<file path="src/rtl/aimms_params.svh">
/*
 Constants for the analog input mux mode select block.
 Assumes inclusion by the package and modules of this block only.
*/
`ifndef AIMMS_PARAMS_SVH
`define AIMMS_PARAMS_SVH
`define AIMMS_NUM_CH 8
`define AIMMS_CH_W 3
`define AIMMS_PAIR_W 2
`define AIMMS_MODE_W 2
`define AIMMS_MODE_GROUNDED 2'h0
`define AIMMS_MODE_FLOATING 2'h1
`define AIMMS_MODE_PAIRED_DIFFERENTIAL_MODE 2'h2
`endif

</file>
<file path="src/rtl/aimms_pkg.sv">
/*
 Types for the analog input mux mode select block.
 Assumes aimms_params.svh is on the include path.
*/
`include "aimms_params.svh"
package aimms_pkg;
   typedef enum logic [`AIMMS_MODE_W-1:0] {
      grounded_single_ended_mode = `AIMMS_MODE_GROUNDED,
      floating_single_ended_mode = `AIMMS_MODE_FLOATING,
      paired_differential_mode = `AIMMS_MODE_PAIRED_DIFFERENTIAL_MODE
   } aimms_mode_type;
endpackage : aimms_pkg

</file>
<file path="src/rtl/aimms_top.sv">
/*
 Analog input mux mode select: holds mode and channel, drives registered
 switch controls for the amplifier positive and negative inputs.
 Assumes mode and channel inputs are synchronous to mclk.
*/
`timescale 1ns/1ns
`include "aimms_params.svh"
module aimms_top (
   input wire logic mclk,
   input wire logic rst,
   input wire logic cfg_load,
   input wire logic [`AIMMS_MODE_W-1:0] cfg_mode,
   input wire logic [`AIMMS_CH_W-1:0] cfg_chan,
   output aimms_pkg::aimms_mode_type mode_q,
   output logic [`AIMMS_CH_W-1:0] chan_q,
   output logic [`AIMMS_NUM_CH-1:0] pos_sw_q,
   output logic [`AIMMS_NUM_CH-1:0] neg_sw_q,
   output logic neg_gnd_sw_q,
   output logic neg_sense_sw_q
);
   import aimms_pkg::*;

   ////////////////////////////////////////////////////////////////////
   // Configuration hold
   logic mode_ok;
   assign mode_ok = (cfg_mode == `AIMMS_MODE_GROUNDED) ||
                    (cfg_mode == `AIMMS_MODE_FLOATING) ||
                    (cfg_mode == `AIMMS_MODE_PAIRED_DIFFERENTIAL_MODE);

   always_ff @(posedge mclk or posedge rst) begin
      if (rst) begin
         mode_q <= grounded_single_ended_mode;
      end else if (cfg_load && mode_ok) begin
         mode_q <= aimms_mode_type'(cfg_mode);
      end
   end

   always_ff @(posedge mclk or posedge rst) begin
      if (rst) begin
         chan_q <= '0;
      end else if (cfg_load) begin
         chan_q <= cfg_chan;
      end
   end

   ////////////////////////////////////////////////////////////////////
   // Switch decode, registered
   logic [`AIMMS_NUM_CH-1:0] pos_sw_d;
   logic [`AIMMS_NUM_CH-1:0] neg_sw_d;
   logic neg_gnd_sw_d;
   logic neg_sense_sw_d;

   aimms_decode u_dec (
      .mode(mode_q),
      .chan_sel(chan_q),
      .pos_sw(pos_sw_d),
      .neg_sw(neg_sw_d),
      .neg_gnd_sw(neg_gnd_sw_d),
      .neg_sense_sw(neg_sense_sw_d)
   );

   always_ff @(posedge mclk or posedge rst) begin
      if (rst) begin
         pos_sw_q <= `AIMMS_NUM_CH'h01;
      end else begin
         pos_sw_q <= pos_sw_d;
      end
   end

   always_ff @(posedge mclk or posedge rst) begin
      if (rst) begin
         neg_sw_q <= '0;
      end else begin
         neg_sw_q <= neg_sw_d;
      end
   end

   // Ground and sense never both closed
   always_ff @(posedge mclk or posedge rst) begin
      if (rst) begin
         neg_gnd_sw_q <= 1'b1;
         neg_sense_sw_q <= 1'b0;
      end else begin
         neg_gnd_sw_q <= neg_gnd_sw_d;
         neg_sense_sw_q <= neg_sense_sw_d;
      end
   end

   ////////////////////////////////////////////////////////////////////
   // Per-channel switch checks
   for (genvar ch = 0; ch < `AIMMS_NUM_CH; ch++) begin : g_ch_chk

      if (ch % 2 == 0) begin : g_even

      end else begin : g_odd

      end
   end
endmodule : aimms_top

</file>
<file path="src/rtl/aimms_decode.sv">
/*
 Combinational switch decoder: mode and channel to switch controls.
 Assumes its outputs are registered by the instantiating module.
*/
`timescale 1ns/1ns
`include "aimms_params.svh"
module aimms_decode (
   input wire aimms_pkg::aimms_mode_type mode,
   input wire logic [`AIMMS_CH_W-1:0] chan_sel,
   output logic [`AIMMS_NUM_CH-1:0] pos_sw,
   output logic [`AIMMS_NUM_CH-1:0] neg_sw,
   output logic neg_gnd_sw,
   output logic neg_sense_sw
);
   import aimms_pkg::*;
   logic [`AIMMS_PAIR_W-1:0] pair;
   assign pair = chan_sel[`AIMMS_PAIR_W-1:0];

   always_comb begin
      pos_sw = '0;
      neg_sw = '0;
      neg_gnd_sw = 1'b0;
      neg_sense_sw = 1'b0;
      unique case (mode)
         grounded_single_ended_mode: begin
            pos_sw[chan_sel] = 1'b1;
            neg_gnd_sw = 1'b1;
         end
         floating_single_ended_mode: begin
            pos_sw[chan_sel] = 1'b1;
            neg_sense_sw = 1'b1;
         end
         paired_differential_mode: begin
            pos_sw[{pair, 1'b0}] = 1'b1;
            neg_sw[{pair, 1'b1}] = 1'b1;
         end
         default: begin
            neg_gnd_sw = 1'b1;
         end
      endcase
   end
endmodule : aimms_decode

</file>
<file path="config.mk">
export PLATFORM = sky130hd
export DESIGN_NAME = aimms_top
export DESIGN_NICKNAME = d
export VERILOG_FILES = /design/src/rtl/aimms_pkg.sv /design/src/rtl/aimms_top.sv /design/src/rtl/aimms_decode.sv
export VERILOG_INCLUDE_DIRS = /design/src /design/src/rtl
export SDC_FILE = /design/constraint.sdc
export NUM_CORES = 1
export LEC_CHECK = 0
export CORE_MARGIN = 8
export CORE_UTILIZATION = 25
export DETAILED_ROUTE_END_ITERATION = 10
export DONT_BUFFER_PORTS = 1
export GPL_TIMING_DRIVEN = 0
export HOLD_SLACK_MARGIN = 0.1
export PLACE_DENSITY = 0.38
export SETUP_SLACK_MARGIN = 0.5
export SYNTH_ARGS = -nofsm -noshare
export SYNTH_HDL_FRONTEND = slang
export SYNTH_HIERARCHICAL = 1
export SYNTH_SLANG_ARGS = --single-unit
</file>
<file path="constraint.sdc">
create_clock -name mclk -period 1.75 [get_ports mclk]
set_input_delay 0.175 -clock mclk [delete_from_list [all_inputs] [get_ports mclk]]
set_output_delay 0.175 -clock mclk [all_outputs]
set_load 0.01 [all_outputs]
</file>
==> run summary, run 1 <==
Clock sinks: 23
Mean Syn Cell Area: 13.1 µm²
CP max stage cell: dfrtp_2
Initial antenna violation count: 0
DR WL/cell: 14.0 µm
Num CTS Buffers: 3
DIE HEIGHT: 75.1 µm
Total track usage: 7.38%
Die W: 75.1 µm
Final Power: 1.05 mW
R2R setup slack: 0.47 ns
H-tree depth: 1
Fin. Hold Viols: 0
WP data arrival: 1.50 ns
Hold Crit Class: in2reg
Critical Path RT: 1.97 ns
IO Count: 31
Critical Path Fanout Max: 5
Vias/cell: 4.09
Core ar.: 3340 µm²
Yosys top cell area share: 60.1%
Internal power: 0.755 mW
Critical path origin: mode_q[0]
DRT Pass-1 Iters: 2
Critical R2R Capture: pos_sw_q[2]
Worst path buffer plus inverter count: 0
Row Count: 21
WHS: 0.135 ns
Worst R2R Path Depth: 3
Initial Util: 26.2%
Setup crit end: pos_sw_q[2]
Fin crit share: 73.3%
Crit. End Element: flop
Peak Freq: 779 MHz
Leading area contributor after synthesis: dfrtp_1
Maximum clock insertion buffer count: 2
Sw power: 0.295 mW
Final setup fails: 0
# port buffers: 0
TNS Setup: 0 ns
Nets: 95
Cells after Synth: 67
Status: completed
Sequential share of power: 61.2%
Clock skew: 0.00486 ns
First-iteration detailed-routing DRC count: 15
CP Cell Sequence: ha_4 > or3b_4 > o32ai_4
Grt total ovfl: 0
Reg2reg start: mode_q[0]
Crit start category: flop
Dpl hpwl: 1280 µm
Commonest cells after routing, fill and taps aside: 19 x dfrtp_1, 6 x inv_1, 6 x dlygate4sd3_1, 6 x nor2_1, 6 x buf_4
Cell family with most CP delay: flip-flops
VDD IR max: 0.000204 V
CTS root buf: clkbuf_4
Logic pwr share: 16.2%
Routed Antenna Nets: 0
GP Congestion: 0.689
Remaining DRCs: 0
Top post-synthesis cells by area: dfrtp_1 60%, dfstp_2 6.0%, ha_1 5.7%
CTS tree: done
Critical Path Stages: 3
Largest net degree at the start of global routing: 24
First-pass GRT wire length: 3040 µm
Kind of critical path: reg2reg
Area grow syn2layout: 30.5%
Share of post-route cells with drive strength above 1: 37.8%
Clk_lat worst skew: 0.30 ns
Min Tclk post-route: 1.28 ns
RSZ-0062 raised after global routing: yes
Seq cells post-synth: 23
Count of different cell masters after synthesis: 21
Routed vias: 524
Switch share: 28.1%
Number of max-cap violations: 0
Leakage: 0.500 nW
Post-Syn Area: 875 µm²
Final core occ: 34.2%
Warnings, synthesis: 6
Number of global-route vias before repair: 568
Crit-path max cell delay: 0.50 ns
# diodes: 0
WL final: 1800 µm
Post-synthesis sequential area ratio: 66.1%
Most common cell after layout, fill and taps aside: dfrtp_1
Slew Viols, Final: 0
Die footprint: 5650 µm²
Clk network pwr share: 22.5%
Pwr per Cell Area: 921 nW/µm²
Worst-path clk slew: 0.12 ns
==> power by group through the flow <==
stage               combinational, mW  sequential (mW)  clock [mW]
global route                    0.192            0.653       0.287
global placement                0.107            0.650           0
detailed placement              0.108            0.652           0
CTS                             0.164            0.648       0.264
floorplan                      0.0889            0.636           0
finish                          0.170            0.643       0.237
==> layer usage <==
metal / global-route usage, % / routed length, µm
met5: 0 / 0
met4: 3.84 / 15
met1: 8.26 / 659
met2: 11.8 / 937
met3: 2.93 / 182
==> sequential cells by signal, indices dropped and copies added (netlist names) <==
signal	count
neg_sense_sw_q	1
neg_gnd_sw_q	1
chan_q	3
pos_sw_q	8
mode_q	2
neg_sw_q	8
==> synthesized netlist by cell type, drive strengths merged <==
library cell / number
a21oi: 2
and2b: 1
buf: 5
conb: 1
dfrtp: 21
dfstp: 2
ha: 4
inv: 7
mux2: 3
nand2: 2
nand2b: 1
nand3b: 1
nor2: 6
nor3: 2
o21a: 1
o21ai: 1
o21bai: 1
o32ai: 3
or3: 1
or3b: 2
==> through the flow <==
step / cells / setup slack (ns) / instance area (µm²)
3_5_place_dp: 116 / 0.345 / 946
2_1_floorplan: 70 / 0.494 / 888
4_1_cts: 128 / 0.474 / 1120
3_3_place_gp: 116 / 0.344 / 946
6_report: 128 / 0.467 / 1140
5_1_grt: 128 / 0.389 / 1140
==> logic make-up after synthesis <==
kind of cell	count (synthesis)	share of synthesized area [%]
flops	23	66.1
simple gates	16	9.73
buf+inv	12	7.73
compound gates	8	6.44
fa+ha+maj	4	5.72
mux	3	3.86
other cells	1	0.429
==> repair_timing <==
action / CTS / global route
hold buffers: 6 / 0
endpoints found under the setup margin: 8 / 11
pin swaps: 8 / 3
resized for setup: 16 / 3
endpoints found under the hold margin: 26 / 0
cloned: 0 / 0
buffers inserted: 2 / 0
==> worst min-delay path by stage <==
stage                      from          end  slack, ns  cells past startpoint
CTS                 cfg_mode[0]    mode_q[0]       0.11                      2
global route        cfg_mode[0]    mode_q[0]       0.12                      2
floorplan                   rst    chan_q[0]       0.18                      1
finish              cfg_mode[0]    mode_q[0]       0.14                      2
detailed placement          rst  neg_sw_q[0]       0.30                      1
global placement            rst  neg_sw_q[0]       0.30                      1
==> cell type report <==
type                    count  area [µm²]
repair buffers              8        75.1
flip-flops and latches     23         581
fillers                   349        2200
clock buffers               4        26.3
multi-input cells          35         330
well taps                  46        57.6
inverters                   7        30.0
plain buffers               5        41.3
Note: power is estimated with default switching activity, not from simulation.
==> run 2, diff against run 1 <==
--- a/config.mk
+++ b/config.mk
@@ -12,7 +12,7 @@
 export DONT_BUFFER_PORTS = 1
 export GPL_TIMING_DRIVEN = 0
 export HOLD_SLACK_MARGIN = 0.1
-export PLACE_DENSITY = 0.38
+export PLACE_DENSITY = 0.4
 export SETUP_SLACK_MARGIN = 0.5
 export SYNTH_ARGS = -nofsm -noshare
 export SYNTH_HDL_FRONTEND = slang
==> constraint.sdc (replaced) <==
create_clock -name mclk -period 1 [get_ports mclk]
set_input_delay 0.1 -clock mclk [delete_from_list [all_inputs] [get_ports mclk]]
set_output_delay 0.1 -clock mclk [all_outputs]
set_load 0.01 [all_outputs]
==> run 2 against run 1 <==
  * The run now ends with negative hold slack, negative setup slack left
  * Highest routed layer unchanged
  * Via count shrank 6.1%
  * Global-route usage down 0.053 points
  * Total power up 76%
  * Utilization shrank 0.67 points
  * Wire length grew 1.7%
==> run summary, run 2 (synthesized netlist as in run 1, its figures left out) <==
Pre-CTS setup slack: -0.294 ns (-0.639 ns)
Most common cell after layout, fill and taps aside: dfrtp_1
VDD IR max: 0.000465 V (+130%)
Core ar.: 3340 µm² (unchanged)
Nets: 90 (-5.3%)
Met1 Track Usage GR: 8.42% (+0.16 points)
Largest net degree at the start of global routing: 24 (unchanged)
Area grow syn2layout: 27.9%
Clk_lat worst skew: 0.30 ns (about the same)
WHS: -0.336 ns (-0.471 ns)
Crit. End Element: flop
Top flop regs: neg_sw_q x8, pos_sw_q x8, chan_q x3
Number of max-cap violations: 0 (unchanged)
Initial antenna violation count: 0 (unchanged)
Post-route worst setup slack: -0.286 ns (-0.753 ns)
Clock sinks: 23 (unchanged)
WP data arrival: 1.51 ns (about the same)
Fin. Hold Viols: 28 (+28)
GP Congestion: 0.680 (-1.4%)
Post-DP Area: 1000 µm² (+6.1%)
Reg2reg start: mode_q[0]
Cell Count, Final, Fillers Out: 123 (-3.9%)
WL final: 1830 µm (+1.7%)
Fill cells: 350 (+0.29%)
Critical path origin: mode_q[0]
Dpl hpwl: 1330 µm (+3.4%)
Hold Crit Class: in2async
Final Cell Area: 1120 µm² (-2.0%)
DRT Pass-1 Iters: 4 (+2)
Fin crit share: 129% (+55 points)
Clock skew: 0.00261 ns (-0.00225 ns)
Critical Path RT: 1.22 ns (-0.75 ns)
Row Count: 21 (unchanged)
Sw power: 0.533 mW (+81%)
Crit start category: flop
Vias/cell: 4.00 (-2.3%)
Logic pwr share: 16.5% (+0.3 points)
Maximum clock insertion buffer count: 2 (unchanged)
Leakage: 0.491 nW (-1.8%)
Global route hottest layer: met2
Internal power: 1.32 mW (+75%)
CP Cell Sequence: ha_4 > or3b_4 > o32ai_2
Critical Path Fanout Max: 5 (unchanged)
H-tree depth: 1 (unchanged)
Sequential share of power: 60.9% (-0.3 points)
Worst path buffer plus inverter count: 0 (unchanged)
Num CTS Buffers: 3 (unchanged)
Met2 Track Usage GR: 11.1% (-0.67 points)
Die W: 75.1 µm (unchanged)
Remaining DRCs: 0 (unchanged)
RSZ-0062 raised after global routing: yes
Pwr per Cell Area: 1660 nW/µm² (+80%)
# diodes: 0 (unchanged)
Crit-path max cell delay: 0.51 ns (about the same)
Peak Freq: 778 MHz (-0.21%)
DR WL/cell: 14.8 µm (+5.8%)
CP max stage cell: dfrtp_2
Storage cell area: 583 µm² (+0.43%)
Initial Util: 26.2% (unchanged)
Die footprint: 5650 µm² (unchanged)
First-pass GRT wire length: 2980 µm (-2.0%)
Routed vias: 492 (-6.1%)
Placed Cells: 116 (unchanged)
IO Count: 31 (unchanged)
DIE HEIGHT: 75.1 µm (unchanged)
CTS tree: done
Failing checks: negative hold slack, negative setup slack
Kind of critical path: reg2reg
Slew Viols, Final: 0 (unchanged)
Area occupied by multi-input gates: 359 µm² (+8.7%)
Clk network pwr share: 22.7% (+0.2 points)
Cell family with most CP delay: flip-flops
Grt total ovfl: 0 (unchanged)
Final setup fails: 13 (+13)
Share of post-route cells with drive strength above 1: 49.4% (+12 points)
Routed Antenna Nets: 0 (unchanged)
Switch share: 28.8% (+0.66 points)
CTS root buf: clkbuf_4
# port buffers: 0 (unchanged)
Worst-path clk slew: 0.13 ns (about the same)
M3 GR Usage: 2.13% (-0.80 points)
Number of global-route vias before repair: 536 (-5.6%)
Commonest cells after routing, fill and taps aside: 17 x dfrtp_1, 6 x nor2_1, 6 x buf_4
Total track usage: 7.33% (-0.053 points)
Final core occ: 33.5% (-0.67 points)
Min Tclk post-route: 1.29 ns (+0.00264 ns)
First-iteration detailed-routing DRC count: 15 (unchanged)
Status: complete, but fails checks
==> run 2: layer usage <==
layer | vias up | routed length, µm | share of wire, %
met5 | - | 0 | 0
met1 | 239 | 740 | 41
li1 | 232 | - | -
met3 | 2 | 152 | 8.3
met2 | 19 | 890 | 49
met4 | 0 | 42 | 2.3
==> run 2: what timing repair did <==
action	in CTS	in global routing
buffers inserted	2	1
resized for setup	15	0
cloned	0	0
setup endpoints to repair	42	42
hold endpoints to repair	28	28
pin swaps	2	3
==> run 2: through the flow <==
step                power (mW)  TNS, ns
floorplan                 1.32    -1.30
global placement          1.38    -2.46
detailed placement        1.39    -2.56
CTS                       1.90    -2.52
global route              1.98    -3.33
finish                    1.85    -2.38
==> run 2: area by class of cell <==
| type | count | area share, % |
|---|---|---|
| Multi-Input combinational cell | 35 | 32.1 |
| Buffer | 5 | 3.69 |
| Timing Repair Buffer | 3 | 1.79 |
| Clock inverter | 1 | 0.447 |
| Inverter | 7 | 2.68 |
| Sequential cell | 23 | 52.1 |
| Tap cell | 46 | 5.15 |
| Clock buffer | 3 | 2.01 |
==> run 2: worst paths after layout <==
path / to / slack [ns] / depth (start not counted)
min reg2reg: pos_sw_q[0] / 0.65 / 2
max in group asynchronous: neg_gnd_sw_q / 1.02 / 1
max: pos_sw_q[2] / -0.29 / 3
max reg2reg: pos_sw_q[2] / -0.29 / 3
min: mode_q[1] / -0.34 / 1
min in group mclk: chan_q[1] / -0.07 / 1
==> run 2: power groups by stage <==
stage | sequential, mW | combinational [mW] | clock [mW]
floorplan | 1.12 | 0.195 | 0
global placement | 1.15 | 0.229 | 0
detailed placement | 1.15 | 0.235 | 0
CTS | 1.13 | 0.306 | 0.458
global route | 1.14 | 0.341 | 0.492
finish | 1.13 | 0.306 | 0.420
==> run 3, diff against run 2 <==
--- a/config.mk
+++ b/config.mk
@@ -12,6 +12,7 @@
 export DONT_BUFFER_PORTS = 1
 export GPL_TIMING_DRIVEN = 0
 export HOLD_SLACK_MARGIN = 0.1
+export MAX_ROUTING_LAYER = met4
 export PLACE_DENSITY = 0.4
 export SETUP_SLACK_MARGIN = 0.5
 export SYNTH_ARGS = -nofsm -noshare
==> run 3 against run 2 <==
  * The flow still finishes with violations (negative hold slack, negative setup slack)
  * Setup slack worse by 0.0011 ns
  * Critical path depth stayed put
  * Clock-buffer cell count stayed put
  * Non-clock buffer count stayed put
  * Fmax hardly changed
  * Final area stayed put
  * Sequential power hardly changed
  * Largest power group unchanged
==> run summary, run 3 (synthesized netlist as in run 1, its figures left out) <==
Status: complete, but fails checks
Failing checks: negative hold slack, negative setup slack
Final Cell Area: 1120 µm² (unchanged)
Most common cell after layout, fill and taps aside: dfrtp_1
TNS Setup: -2.39 ns (-0.0122 ns)
H-tree depth: 1 (unchanged)
Area occupied by multi-input gates: 359 µm² (unchanged)
Initial antenna violation count: 0 (unchanged)
IO Count: 31 (unchanged)
Hold Crit Class: in2async
VDD IR max: 0.000469 V (+0.78%)
R2R setup slack: -0.29 ns (about the same)
Clock sinks: 23 (unchanged)
Die W: 75.1 µm (unchanged)
Num CTS Buffers: 3 (unchanged)
Row Count: 21 (unchanged)
Critical R2R Capture: pos_sw_q[2]
Critical Path RT: 1.22 ns (about the same)
Core ar.: 3340 µm² (unchanged)
Min Tclk post-route: 1.29 ns (+0.00106 ns)
WHS: -0.335 ns (+0.000919 ns)
Top flop regs: neg_sw_q x8, pos_sw_q x8, chan_q x3
# port buffers: 0 (unchanged)
CP Cell Sequence: ha_4 > or3b_4 > o32ai_2
Grt total ovfl: 0 (unchanged)
Fin. Hold Viols: 28 (unchanged)
Slew Viols, Final: 0 (unchanged)
Fill cells: 350 (unchanged)
CTS tree: done
CP max stage cell: dfrtp_2
Leakage: 0.491 nW (unchanged)
Critical Path Fanout Max: 5 (unchanged)
First-iteration detailed-routing DRC count: 15 (unchanged)
Crit start category: flop
Number of max-cap violations: 0 (unchanged)
CTS root buf: clkbuf_4
GP Congestion: 0.687 (+1.0%)
Share of post-route cells with drive strength above 1: 49.4% (unchanged)
Area grow syn2layout: 27.9% (unchanged)
Crit-path max cell delay: 0.52 ns (about the same)
# diodes: 0 (unchanged)
Largest net degree at the start of global routing: 24 (unchanged)
Fin crit share: 129% (about the same)
Worst-path clk slew: 0.12 ns (about the same)
Dpl hpwl: 1330 µm (unchanged)
Commonest cells after routing, fill and taps aside: 17 x dfrtp_1, 6 x nor2_1, 6 x buf_4
Number of global-route vias before repair: 535 (-0.19%)
Post-DP Area: 1000 µm² (unchanged)
DRT Pass-1 Iters: 4 (unchanged)
Peak Freq: 777 MHz (about the same)
RSZ-0062 raised after global routing: yes
Total track usage: 7.53% (+0.21 points)
Maximum clock insertion buffer count: 2 (unchanged)
Die footprint: 5650 µm² (unchanged)
Clk_lat worst skew: 0.30 ns (about the same)
Post-route worst setup slack: -0.287 ns (-0.00106 ns)
Worst R2R Path Depth: 3 (unchanged)
Clock skew: 0.00195 ns (-0.000653 ns)
DIE HEIGHT: 75.1 µm (unchanged)
First-pass GRT wire length: 2990 µm (+0.23%)
WP data arrival: 1.51 ns (about the same)
Kind of critical path: reg2reg
Pwr per Cell Area: 1660 nW/µm² (about the same)
Initial Util: 26.2% (unchanged)
Final core occ: 33.5% (unchanged)
Reg2reg start: mode_q[0]
Remaining DRCs: 0 (unchanged)
Crit. End Element: flop
Storage cell area: 583 µm² (unchanged)
DR WL/cell: 14.9 µm (+0.22%)
Vias/cell: 4.02 (+0.61%)
Nets: 90 (unchanged)
Routed vias: 495 (+0.61%)
Routed Antenna Nets: 0 (unchanged)
WL final: 1830 µm (+0.22%)
Final setup fails: 13 (unchanged)
[run 3: cell counts in the layout (fill, tap and decap cells not counted)]
Identical to the previous run, type by type.
[run 3: worst max path at each step]
stage / start / end / cells past startpoint / slack, ns
floorplan: mode_q[0] / pos_sw_q[2] / 3 / -0.20
global placement: mode_q[0] / pos_sw_q[6] / 4 / -0.28
detailed placement: mode_q[0] / pos_sw_q[0] / 3 / -0.29
CTS: mode_q[0] / pos_sw_q[0] / 3 / -0.30
global route: mode_q[0] / pos_sw_q[0] / 3 / -0.35
finish: mode_q[0] / pos_sw_q[2] / 3 / -0.29
[run 3: timing repair]
action | CTS | global route
resized for setup | 15 | 0
hold endpoints to repair | 28 | 28
pin swaps | 2 | 3
buffers inserted | 2 | 1
setup endpoints to repair | 42 | 42
[run 3: critical path: cells and delay by family (launching register included)]
kind | cells | cell delay [ns]
compound gates | 1 | 0.10
fa+ha+maj | 1 | 0.21
flops | 1 | 0.52
simple gates | 1 | 0.38
[run 3: where the power goes]
group | internal (mW) | switching, mW
combinational | 0.153 | 0.152
sequential | 1.02 | 0.110
clock | 0.149 | 0.270
total | 1.32 | 0.533
[run 3: metal layers]
layer / vias up / GRT usage [%] / part of all wire, %
met2: 19 / 11.1 / 48
met4: 0 / 5.76 / 2.2
met3: 2 / 1.86 / 7.7
met1: 241 / 8.58 / 42
met5: - / - / 0
li1: 233 / - / -
[run 3: area by class of cell]
type / count / area share (%)
Timing Repair Buffer: 3 / 1.79
Inverter: 7 / 2.68
Sequential cell: 23 / 52.1
Multi-Input combinational cell: 35 / 32.1
Clock buffer: 3 / 2.01
Clock inverter: 1 / 0.447
Buffer: 5 / 3.69
Tap cell: 46 / 5.15
[run 3: per-stage QoR]
stage | hold WS (ns) | power, mW | instances | setup slack, ns
2_1_floorplan | -0.0292 | 1.32 | 70 | -0.200
3_3_place_gp | 0.0265 | 1.38 | 116 | -0.280
3_5_place_dp | 0.0230 | 1.39 | 116 | -0.294
4_1_cts | -0.334 | 1.90 | 122 | -0.299
5_1_grt | -0.328 | 1.98 | 123 | -0.346
6_report | -0.335 | 1.85 | 123 | -0.287
